## src/inc/acc_map.svh

```systemverilog
// Register map, field positions and timing counts of the converter control
`ifndef ACC_MAP_SVH
`define ACC_MAP_SVH
// ----------------------------------------------------------------------
// Register byte offsets
// ----------------------------------------------------------------------
`define ACC_OFF_CCS     8'h00
`define ACC_OFF_DID     8'h04
`define ACC_OFF_CTLA    8'h08
`define ACC_OFF_CTLB    8'h0c
`define ACC_OFF_INSEL   8'h10
`define ACC_OFF_RESLO   8'h14
`define ACC_OFF_RESHI   8'h18
`define ACC_OFF_PINS    8'h1c
// ----------------------------------------------------------------------
// Field positions
// ----------------------------------------------------------------------
`define ACC_CCS_OFF     7
`define ACC_CCS_BG      6
`define ACC_CCS_FLAG    4
`define ACC_CCS_IE      3
`define ACC_CTLA_EN     7
`define ACC_CTLA_SC     6
`define ACC_CTLA_ATE    5
`define ACC_CTLA_FLAG   4
`define ACC_CTLA_IE     3
`define ACC_CTLB_ME     6
`define ACC_INSEL_LAR   5
// ----------------------------------------------------------------------
// Encodings, reset values and counts
// ----------------------------------------------------------------------
`define ACC_EVT_TOGGLE  2'h0
`define ACC_EVT_FALL    2'h2
`define ACC_EVT_RISE    2'h3
`define ACC_TRIG_DONE   3'h0
`define ACC_RST_BYTE    8'h00
`define ACC_RST_DID     6'h00
`define ACC_PRESC_DIV   8'h04
`define ACC_TICKS_NORM  5'h0d
`define ACC_TICKS_FIRST 5'h19
`endif

```

## src/inc/acc_pkg.sv

```systemverilog
// Types shared by the converter and comparator control block
package acc_pkg;
   // Conversion engine states, one-hot
   typedef enum logic [1:0] {
      ACC_IDLE = 2'b01,
      ACC_RUN  = 2'b10
   } acc_conv_e;

   // Whole state of the block
   typedef struct packed {
      logic [31:0] rdata;      // Bus read data
      logic        ready;      // Bus ready
      logic        err;        // Bus error
      logic        cmp_off;    // Comparator power off
      logic        bg_sel;     // Bandgap select
      logic        cmp_flag;   // Comparator event flag
      logic        cmp_ie;     // Comparator interrupt enable
      logic [1:0]  evt_sel;    // Event select
      logic [5:0]  did;        // Digital input disables
      logic        ena;        // Converter enable
      logic        start;      // Start / in progress
      logic        ate;        // Auto trigger enable
      logic        done_flag;  // Conversion done flag
      logic        done_ie;    // Done interrupt enable
      logic [2:0]  presc_sel;  // Prescaler select, stored only
      logic        mux_en;     // Comparator mux enable
      logic [2:0]  trig_sel;   // Trigger source select
      logic [7:0]  insel;      // Input select register
      logic [9:0]  result;     // Last stored result
      logic        lock;       // Data registers locked
      acc_conv_e   conv;       // Engine state
      logic        first;      // Next conversion is the long one
      logic [7:0]  presc;      // Prescaler count
      logic [4:0]  ticks;      // Converter ticks in conversion
      logic        trig_prev;  // Previous trigger level
      logic        cmp_s1;     // Comparator sync stage 1
      logic        cmp_s2;     // Comparator sync stage 2
      logic        cmp_prev;   // Previous synchronised sample
      logic [1:0]  pin_s1;     // Pin sync stage 1
      logic [1:0]  pin_s2;     // Pin sync stage 2
      logic [1:0]  pin_val;    // Masked pin value
      logic        neg_mux;    // Comparator negative from mux
      logic [1:0]  chan;       // Applied channel
      logic [1:0]  refsel;     // Applied reference
      logic        cmp_irq;    // Comparator interrupt request
      logic        conv_irq;   // Converter interrupt request
   } acc_state_s;
endpackage : acc_pkg

```

## src/design/acc_ctrl.sv

```systemverilog
// Converter and comparator control with an APB register slave
//
// Chosen here: the address map and the APB interface to the registers.
`timescale 1ns/1ps
`include "acc_map.svh"

module acc_ctrl (
   // Clock and reset
   input  wire logic        ref_clk_in,
   input  wire logic        reset_in,
   // APB slave
   input  wire logic        psel_in,
   input  wire logic        penable_in,
   input  wire logic        pwrite_in,
   input  wire logic [7:0]  paddr_in,
   input  wire logic [31:0] pwdata_in,
   output logic      [31:0] prdata_out,
   output logic             pready_out,
   output logic             pslverr_out,
   // CPU interrupt side
   input  wire logic        gie_in,
   input  wire logic        cmp_vector_ack_in,
   input  wire logic        conv_vector_ack_in,
   output logic             cmp_irq_out,
   output logic             conv_irq_out,
   // Auto trigger sources from other peripherals
   input  wire logic [5:0]  trigger_in,
   // Analog comparator
   input  wire logic        cmp_raw_in,
   output logic             cmp_power_off_out,
   output logic             cmp_bandgap_sel_out,
   output logic             cmp_neg_from_mux_out,
   output logic      [1:0]  cmp_mux_channel_out,
   // Converter core
   input  wire logic [9:0]  conv_result_in,
   output logic             conv_power_out,
   output logic             conv_busy_out,
   output logic             conv_first_out,
   output logic      [1:0]  conv_channel_out,
   output logic      [1:0]  conv_reference_out,
   // Comparator pins
   input  wire logic [1:0]  pin_raw_in,
   output logic      [1:0]  pin_buffer_off_out,
   output logic      [1:0]  pin_value_out
);
   import acc_pkg::*;

   acc_state_s s_reg;   // Registered state
   acc_state_s s_next;  // Next state

   // ----------------------------------------------------------------------
   // Next-state logic
   // ----------------------------------------------------------------------
   // All behaviour lives in this one process
   always_comb begin
      logic       acc_wr;     // Write taken this edge
      logic       acc_rd;     // Read taken this edge
      logic [7:0] wd;         // Write data byte
      logic [7:0] rb;         // Read data byte
      logic       cmp_evt;    // Comparator event seen
      logic       cmp_clr;    // Comparator flag clear
      logic       done_set;   // Conversion completed
      logic       done_clr;   // Done flag clear
      logic       tick;       // Converter clock tick
      logic       trig_lvl;   // Selected trigger level
      logic       trig_edge;  // Rising trigger edge
      logic       free_run;   // Done flag is trigger source
      logic [7:0] trig_vec;   // All trigger sources
      logic [4:0] len;        // Conversion length
      acc_wr    = 1'b0;
      acc_rd    = 1'b0;
      wd        = pwdata_in[7:0];
      rb        = `ACC_RST_BYTE;
      cmp_evt   = 1'b0;
      cmp_clr   = 1'b0;
      done_set  = 1'b0;
      done_clr  = 1'b0;
      tick      = 1'b0;
      trig_lvl  = 1'b0;
      trig_edge = 1'b0;
      free_run  = 1'b0;
      trig_vec  = {trigger_in, s_reg.cmp_flag, s_reg.done_flag};
      len       = `ACC_TICKS_NORM;
      s_next    = s_reg;

      // Bus access phase: writes and read side effects happen here
      acc_wr = psel_in && penable_in && s_reg.ready && pwrite_in;
      acc_rd = psel_in && penable_in && s_reg.ready && !pwrite_in;

      // Synchronisers for the comparator and the pins
      s_next.cmp_s1   = cmp_raw_in;
      s_next.cmp_s2   = s_reg.cmp_s1;
      s_next.cmp_prev = s_reg.cmp_s2;
      s_next.pin_s1   = pin_raw_in;
      s_next.pin_s2   = s_reg.pin_s1;
      s_next.pin_val  = s_reg.pin_s2 & ~s_reg.did[1:0];

      // Comparator event detection on consecutive samples
      case (s_reg.evt_sel)
         `ACC_EVT_TOGGLE: cmp_evt = s_reg.cmp_s2 ^ s_reg.cmp_prev;
         `ACC_EVT_FALL:   cmp_evt = !s_reg.cmp_s2 && s_reg.cmp_prev;
         `ACC_EVT_RISE:   cmp_evt = s_reg.cmp_s2 && !s_reg.cmp_prev;
         default:         cmp_evt = 1'b0;
      endcase

      // Register writes
      if (acc_wr) begin
         if (paddr_in == `ACC_OFF_CCS) begin
            s_next.cmp_off = wd[`ACC_CCS_OFF];
            s_next.bg_sel  = wd[`ACC_CCS_BG];
            s_next.cmp_ie  = wd[`ACC_CCS_IE];
            s_next.evt_sel = wd[1:0];
            cmp_clr        = wd[`ACC_CCS_FLAG];
         end else if (paddr_in == `ACC_OFF_DID) begin
            s_next.did = wd[5:0];
         end else if (paddr_in == `ACC_OFF_CTLA) begin
            s_next.ena       = wd[`ACC_CTLA_EN];
            s_next.ate       = wd[`ACC_CTLA_ATE];
            s_next.done_ie   = wd[`ACC_CTLA_IE];
            s_next.presc_sel = wd[2:0];
            done_clr         = wd[`ACC_CTLA_FLAG];
            // Writing one together with EN requests a conversion; zero never aborts
            if (wd[`ACC_CTLA_SC] && wd[`ACC_CTLA_EN]) begin
               s_next.start = 1'b1;
            end
         end else if (paddr_in == `ACC_OFF_CTLB) begin
            s_next.mux_en   = wd[`ACC_CTLB_ME];
            s_next.trig_sel = wd[2:0];
         end else if (paddr_in == `ACC_OFF_INSEL) begin
            s_next.insel = wd;
         end
      end

      // Read side effects on the data registers
      if (acc_rd) begin
         if (paddr_in == `ACC_OFF_RESLO) begin
            s_next.lock = 1'b1;
         end else if (paddr_in == `ACC_OFF_RESHI) begin
            s_next.lock = 1'b0;
         end
      end

      // Vector acknowledge also clears the flags
      cmp_clr  = cmp_clr || cmp_vector_ack_in;
      done_clr = done_clr || conv_vector_ack_in;

      // Prescaler, held in reset while the converter is off
      if (!s_reg.ena) begin
         s_next.presc = 8'h00;
      end else if (s_reg.presc == `ACC_PRESC_DIV - 8'h01) begin
         s_next.presc = 8'h00;
         tick         = 1'b1;
      end else begin
         s_next.presc = s_reg.presc + 8'h01;
      end

      // Auto trigger edge detection
      trig_lvl         = trig_vec[s_reg.trig_sel];
      trig_edge        = trig_lvl && !s_reg.trig_prev;
      s_next.trig_prev = trig_lvl;
      free_run = s_reg.ate && (s_reg.trig_sel == `ACC_TRIG_DONE);
      if (s_reg.first) begin
         len = `ACC_TICKS_FIRST;
      end

      // Conversion engine
      case (s_reg.conv)
         ACC_IDLE: begin
            // Selections follow the register only while enabled
            if (s_reg.ena) begin
               s_next.chan   = s_reg.insel[1:0];
               s_next.refsel = s_reg.insel[7:6];
            end
            if (s_reg.ena && s_reg.ate && !free_run && trig_edge
                && !s_reg.start) begin
               // Edge restarts the prescaler and queues a start
               s_next.presc = 8'h00;
               s_next.start = 1'b1;
            end else if (s_reg.ena && s_reg.start && tick) begin
               // Queued start begins on a converter tick
               s_next.conv  = ACC_RUN;
               s_next.ticks = 5'h00;
            end
         end
         ACC_RUN: begin
            // Trigger edges are ignored here; channel is frozen
            if (tick) begin
               if (s_reg.ticks == len - 5'h01) begin
                  done_set     = 1'b1;
                  s_next.first = 1'b0;
                  s_next.ticks = 5'h00;
                  if (!s_reg.lock) begin
                     s_next.result = conv_result_in;
                  end
                  // New selection applies between conversions
                  s_next.chan   = s_reg.insel[1:0];
                  s_next.refsel = s_reg.insel[7:6];
                  if (free_run) begin
                     s_next.start = 1'b1;
                  end else begin
                     s_next.conv  = ACC_IDLE;
                     s_next.start = 1'b0;
                  end
               end else begin
                  s_next.ticks = s_reg.ticks + 5'h01;
               end
            end
         end
         default: begin
            s_next.conv = ACC_IDLE;
         end
      endcase

      // Disabling the converter aborts and rearms the long conversion
      if (!s_reg.ena) begin
         s_next.conv  = ACC_IDLE;
         s_next.start = 1'b0;
         s_next.first = 1'b1;
         s_next.ticks = 5'h00;
      end

      // Flags: a set wins over a clear in the same cycle
      s_next.done_flag = (s_reg.done_flag && !done_clr)
                         || done_set;
      s_next.cmp_flag  = (s_reg.cmp_flag && !cmp_clr)
                         || cmp_evt;

      // Interrupt requests need flag, enable and global enable
      s_next.cmp_irq  = s_next.cmp_flag && s_next.cmp_ie
                        && gie_in;
      s_next.conv_irq = s_next.done_flag && s_next.done_ie && gie_in;

      // Comparator negative input comes from the mux when mux enabled and converter off
      s_next.neg_mux = s_next.mux_en && !s_next.ena;

      // Read data decode, captured in the setup phase
      if (paddr_in == `ACC_OFF_CCS) begin
         rb = {s_reg.cmp_off, s_reg.bg_sel, s_reg.cmp_s2,
               s_reg.cmp_flag, s_reg.cmp_ie, 1'b0,
               s_reg.evt_sel};
      end else if (paddr_in == `ACC_OFF_DID) begin
         rb = {2'h0, s_reg.did};
      end else if (paddr_in == `ACC_OFF_CTLA) begin
         rb = {s_reg.ena, s_reg.start, s_reg.ate,
               s_reg.done_flag, s_reg.done_ie, s_reg.presc_sel};
      end else if (paddr_in == `ACC_OFF_CTLB) begin
         rb = {1'b0, s_reg.mux_en, 3'h0, s_reg.trig_sel};
      end else if (paddr_in == `ACC_OFF_INSEL) begin
         rb = s_reg.insel;
      end else if (paddr_in == `ACC_OFF_RESLO) begin
         if (s_reg.insel[`ACC_INSEL_LAR]) begin
            rb = {s_reg.result[1:0], 6'h00};
         end else begin
            rb = s_reg.result[7:0];
         end
      end else if (paddr_in == `ACC_OFF_RESHI) begin
         if (s_reg.insel[`ACC_INSEL_LAR]) begin
            rb = s_reg.result[9:2];
         end else begin
            rb = {6'h00, s_reg.result[9:8]};
         end
      end else if (paddr_in == `ACC_OFF_PINS) begin
         rb = {6'h00, s_reg.pin_val};
      end

      // Bus handshake: ready one cycle after setup
      s_next.ready = psel_in && !penable_in;
      if (psel_in && !penable_in) begin
         s_next.rdata = {24'h000000, rb};
         s_next.err   = (paddr_in > `ACC_OFF_PINS)
                        || (paddr_in[1:0] != 2'h0);
      end else begin
         s_next.err = s_reg.err && psel_in && !s_reg.ready;
      end
   end

   // ----------------------------------------------------------------------
   // State register
   // ----------------------------------------------------------------------
   // Synchronous reset to documented values
   always_ff @(posedge ref_clk_in) begin
      if (reset_in) begin
         s_reg           <= '0;
         s_reg.conv      <= ACC_IDLE;
         s_reg.first     <= 1'b1;
         s_reg.did       <= `ACC_RST_DID;
         s_reg.insel     <= `ACC_RST_BYTE;
      end else begin
         s_reg <= s_next;
      end
   end

   // ----------------------------------------------------------------------
   // Outputs, each straight from the state register
   // ----------------------------------------------------------------------
   assign prdata_out           = s_reg.rdata;
   assign pready_out           = s_reg.ready;
   assign pslverr_out          = s_reg.err;
   assign cmp_irq_out          = s_reg.cmp_irq;
   assign conv_irq_out         = s_reg.conv_irq;
   assign cmp_power_off_out    = s_reg.cmp_off;
   assign cmp_bandgap_sel_out  = s_reg.bg_sel;
   assign cmp_neg_from_mux_out = s_reg.neg_mux;
   assign cmp_mux_channel_out  = s_reg.insel[1:0];
   assign conv_power_out       = s_reg.ena;
   assign conv_busy_out        = s_reg.conv[1];
   assign conv_first_out       = s_reg.first;
   assign conv_channel_out     = s_reg.chan;
   assign conv_reference_out   = s_reg.refsel;
   assign pin_buffer_off_out   = s_reg.did[1:0];
   assign pin_value_out        = s_reg.pin_val;

endmodule : acc_ctrl

```

## config.mk

```make
export PLATFORM = sky130hd
export DESIGN_NAME = acc_ctrl
export DESIGN_NICKNAME = d
export VERILOG_FILES = /design/src/inc/acc_pkg.sv /design/src/design/acc_ctrl.sv
export VERILOG_INCLUDE_DIRS = /design/src /design/src/inc
export SDC_FILE = /design/constraint.sdc
export NUM_CORES = 1
export LEC_CHECK = 0
export ABC_AREA = 1
export BUFFER_PORTS_ARGS = -buffer_cell sky130_fd_sc_hd__buf_2
export CORE_AREA = 4 4 117 119
export CTS_CLUSTER_SIZE = 20
export DETAILED_ROUTE_END_ITERATION = 10
export DIE_AREA = 0 0 121 123
export GPL_ROUTABILITY_DRIVEN = 0
export MAX_ROUTING_LAYER = met4
export SKIP_LAST_GASP = 1
export SYNTH_ARGS = -nofsm -noshare
export SYNTH_HDL_FRONTEND = slang
export SYNTH_SLANG_ARGS = --single-unit
```

## constraint.sdc

```tcl
create_clock -name ref_clk_in -period 1.9 [get_ports ref_clk_in]
set_input_delay 0.38 -clock ref_clk_in [delete_from_list [all_inputs] [get_ports ref_clk_in]]
set_output_delay 0.38 -clock ref_clk_in [all_outputs]
set_load 0.02 [all_outputs]
```

==> summary.md <==
The tools report the Yosys warning count as 0. Sequential fraction of design power: 47.9%. Across the routed clock network, the largest skew measured is 0.00855 ns.

The minimum clock period after layout was 1.68 ns. Summed over all failing endpoints, the final setup total negative slack is 0 ns. Setup violations remaining at the end of the flow were counted as 0. After global routing the overflow that remains totals 0. In the final layout, the share of cells above drive strength 1 is 18.9%. Maximum achievable frequency: 0.594 GHz.

In this run, synthesis produced a sequential element count of 86. The logs give 22 for the pin count of the biggest net entering global routing and 37 for the count of distinct cell types in the synthesized netlist. The worst-path maximum fanout was 6.

Buffers placed on the I/O ports in this run total 70. At the placement stage, the worst setup path has a slack of 0.108 ns. The floorplan step set the die width to 121 um. TritonCTS built the clock tree. A synthesized cell averages 7.06 um2. The tools report the number of iterations in the first detailed-routing pass as 4.

The via count of the first global-routing pass is 3770, and the slack of the critical path is 0.217 ns. The switching part of the total power came out at 23.6%. The logs give 0 for the number of max-capacitance violations reported and 0 for the number of nets still failing antenna checks after routing.

The top cell types in the final layout, fill and taps aside, are sky130_fd_sc_hd__nand2_1, sky130_fd_sc_hd__dfxtp_1, sky130_fd_sc_hd__nor2_1. Number of CTS-inserted buffers: 9. In this run the count of I/O pins placed on the die edge is 119. The classification of the worst-slack hold path is in2reg. The logs give 1.96 ns for the data arrival time of the critical path and 0 for the final count of pins violating max slew.

The number of antenna violations at the first check in global routing was 0; the number of fill cells was 1342. Setup repair after global routing left no endpoint under its margin. No sink is reached through more buffers than the 2 on the longest clock path. The analysis attributes to cell leakage a power of 0.00226 uW. The logs give 0.34 ns for the clock network latency to the later pin of the worst-skew pair and 2920 uW for the total internal power. The number of endpoints with negative hold slack in the final report came out at 0. The first global-routing pass estimated 17900 um of wire. The number of DRC markers in iteration 0 is 218. Combinational logic is responsible for 6.1% of the overall power.

In this design, the stage delay of the slowest critical-path cell is 0.35 ns. The sort of element at the end of the critical path is a flip-flop. The tree built by TritonCTS fans out to 86 sinks.

The logs give 0.0149 mm2 for the overall die area and 900 uW for the reported net switching power. CTS placed an instance of sky130_fd_sc_hd__clkbuf_16 at the clock tree root. Dividing the final minimum period by the clock period gives 88.6%. The most frequent standard cell in the layout excluding fill and tap cells was sky130_fd_sc_hd__nand2_1. After clock tree synthesis, the clock-pin slew on the worst setup and hold paths is 0.06 ns. From synthesis to final layout, the design area changed by 15.4%. The run finished with clean final reports. The run gives 8690 um as the HPWL after detailed placement. Traced cell by cell, the critical path runs through ha_2, nand2_1, nor2_2, nand2_2, clkinv_2, nand3_4, nor2_4, buf_4, o21ai_1, nor2_1. After synthesis, the largest family of logic cells by area is simple AND/OR/NAND/NOR gates. For this design the ratio of total power to cell area is 757 mW/mm2. The number of nets in the layout was 757; the synthesized-area fraction occupied by ao, oa, aoi and oai cells was 14.6%. Summing all flip-flop and latch instances after layout gives 0.00172 mm2. For the worst setup path, the data required time is 2.17 ns. In the final routed layout, each cell accounts on average for 12.7 um. The routed layout has 3912 vias. Of the total synthesized cell area, the portion taken by AND, OR, NAND and NOR gates is 27.0%.

Summed over all layers, the routed wires come to 10900 um. The xor-xnor portion of the synthesized cell area came out at 1.40%. Global routing consumed, over all layers together, 15.6% of the routing resources. The critical path is of the reg2reg type. The remaining routing DRC violations is 0.

After clock tree synthesis, the setup repair step added 0 buffers. The total area of multi-input combinational cells was 0.00206 mm2. In the routed layout, each cell is associated on average with a via count of 4.55. In the synthesized netlist, the number of instances is 619.

In this run the standard cell core region covers 0.0126 mm2. The run gives 41 as the count of standard-cell rows. The number of flip-flops under the largest register name was 54.

The tools report the critical path launch point type as a flip-flop. The worst-case vdd ir drop was 0.000408 V; the share of the yosys chip area belonging to registers was 39.4%. The clock tree synthesis step divided the H-tree into 3 levels.

For this configuration, the core starts out at a cell density of 34.8%. The multiplexer share of the synthesized area was 0%. The number of antenna diodes in the final layout is 0.

The post-synth design cell area came out at 0.00437 mm2. The synthesized netlist devotes 2.00% of its cell area to adder and majority cells. Standard cell with the maximum stage delay on the critical path: sky130_fd_sc_hd__dfxtp_1. The power share of the clock group is 46.0%, and the die span in y is 123 um.
-- worst max-delay path, delay by kind of cell, from the launching register on --
family / cells / cell delay (ns)
AND/OR/NAND/NOR: 6 / 0.75
flip-flops: 1 / 0.35
buffers and inverters: 2 / 0.26
adder cells (fa/ha/maj): 1 / 0.21
AO/OA/AOI/OAI: 1 / 0.06
-- power groups by stage --
stage | combinational (uW) | clock (uW) | sequential [uW]
2_1_floorplan | 177 | 0 | 1870
3_3_place_gp | 228 | 0 | 1870
3_5_place_dp | 232 | 0 | 1870
4_1_cts | 233 | 1810 | 1830
5_1_grt | 259 | 1890 | 1830
6_report | 232 | 1760 | 1830
-- cell families (layout without fill, tap and decap cells) --
group                    Yosys count  count (layout)
flip-flops                        86              86
buffers and inverters            132             178
other                              1              24
AND/OR/NAND/NOR                  266             266
AO/OA/AOI/OAI                    120             120
XOR/XNOR                           7               7
adder cells (fa/ha/maj)            7               7
-- worst paths after layout --
check | from | endpoint | slack, ns | cells after the start
setup / recovery | s_reg[22]$_SDFF_PP0_ | s_reg[36]$_SDFFE_PP0P_ | 0.22 | 10
hold / removal | cmp_raw_in | s_next[14]$_SDFF_PP0_ | 0.24 | 3
setup reg to reg | s_reg[22]$_SDFF_PP0_ | s_reg[36]$_SDFFE_PP0P_ | 0.22 | 10
hold reg to reg | s_next[14]$_SDFF_PP0_ | s_next[13]$_SDFF_PP0_ | 0.41 | 2
-- layout make-up --
| cell class | instances | area share (%) |
|---|---|---|
| Clock buffer | 10 | 4.54 |
| Clock inverter | 6 | 1.36 |
| Inverter | 78 | 5.83 |
| Multi-Input combinational cell | 424 | 40.8 |
| Sequential cell | 86 | 34.1 |
| Tap cell | 172 | 4.27 |
| Timing Repair Buffer | 84 | 9.03 |
-- cell usage after synthesis, drive strengths merged --
master	count	area (um2)
conb	1	3.75
nand3	36	193
ha	7	87.6
inv	74	278
dfxtp	86	1720
nor3	13	65.1
o211ai	3	22.5
a31oi	2	12.5
nand4	4	40.0
and2	1	6.26
nand3b	1	7.51
nor2	94	393
a21oi	52	260
clkbuf	6	22.5
o31ai	2	15.0
nand2	115	459
xor2	5	43.8
xnor2	2	17.5
nor3b	2	15.0
buf	48	360
o22ai	4	25.0
clkinv	4	16.3
o21ai	56	295
o2111ai	1	8.76
-- routing by layer --
layer / wire length [um] / part of all wire [%] / global-route usage (%)
met3: 518 / 4.8 / 2.93
met2: 5120 / 47 / 25.2
met1: 5070 / 47 / 19.8
met4: 172 / 1.6 / 4.96
met5: 0 / 0 / -
-- through the flow --
step	instances	power, uW	instance area (um2)	util [%]	hold slack, ns
after global routing	860	3980	5040	40.1	0.239
after detailed placement	844	2100	4740	37.7	0.399
after global placement	844	2100	4740	37.7	0.390
final	860	3820	5040	40.1	0.235
after CTS	860	3880	5040	40.1	0.227
after floorplan	642	2050	4460	-	0.388
-- timing repair --
item                       CTS  global route
hold buffers                 0             0
resized for setup            0             1
setup endpoints to repair    0             4
No activity file was read; power rests on OpenSTA's default activity.
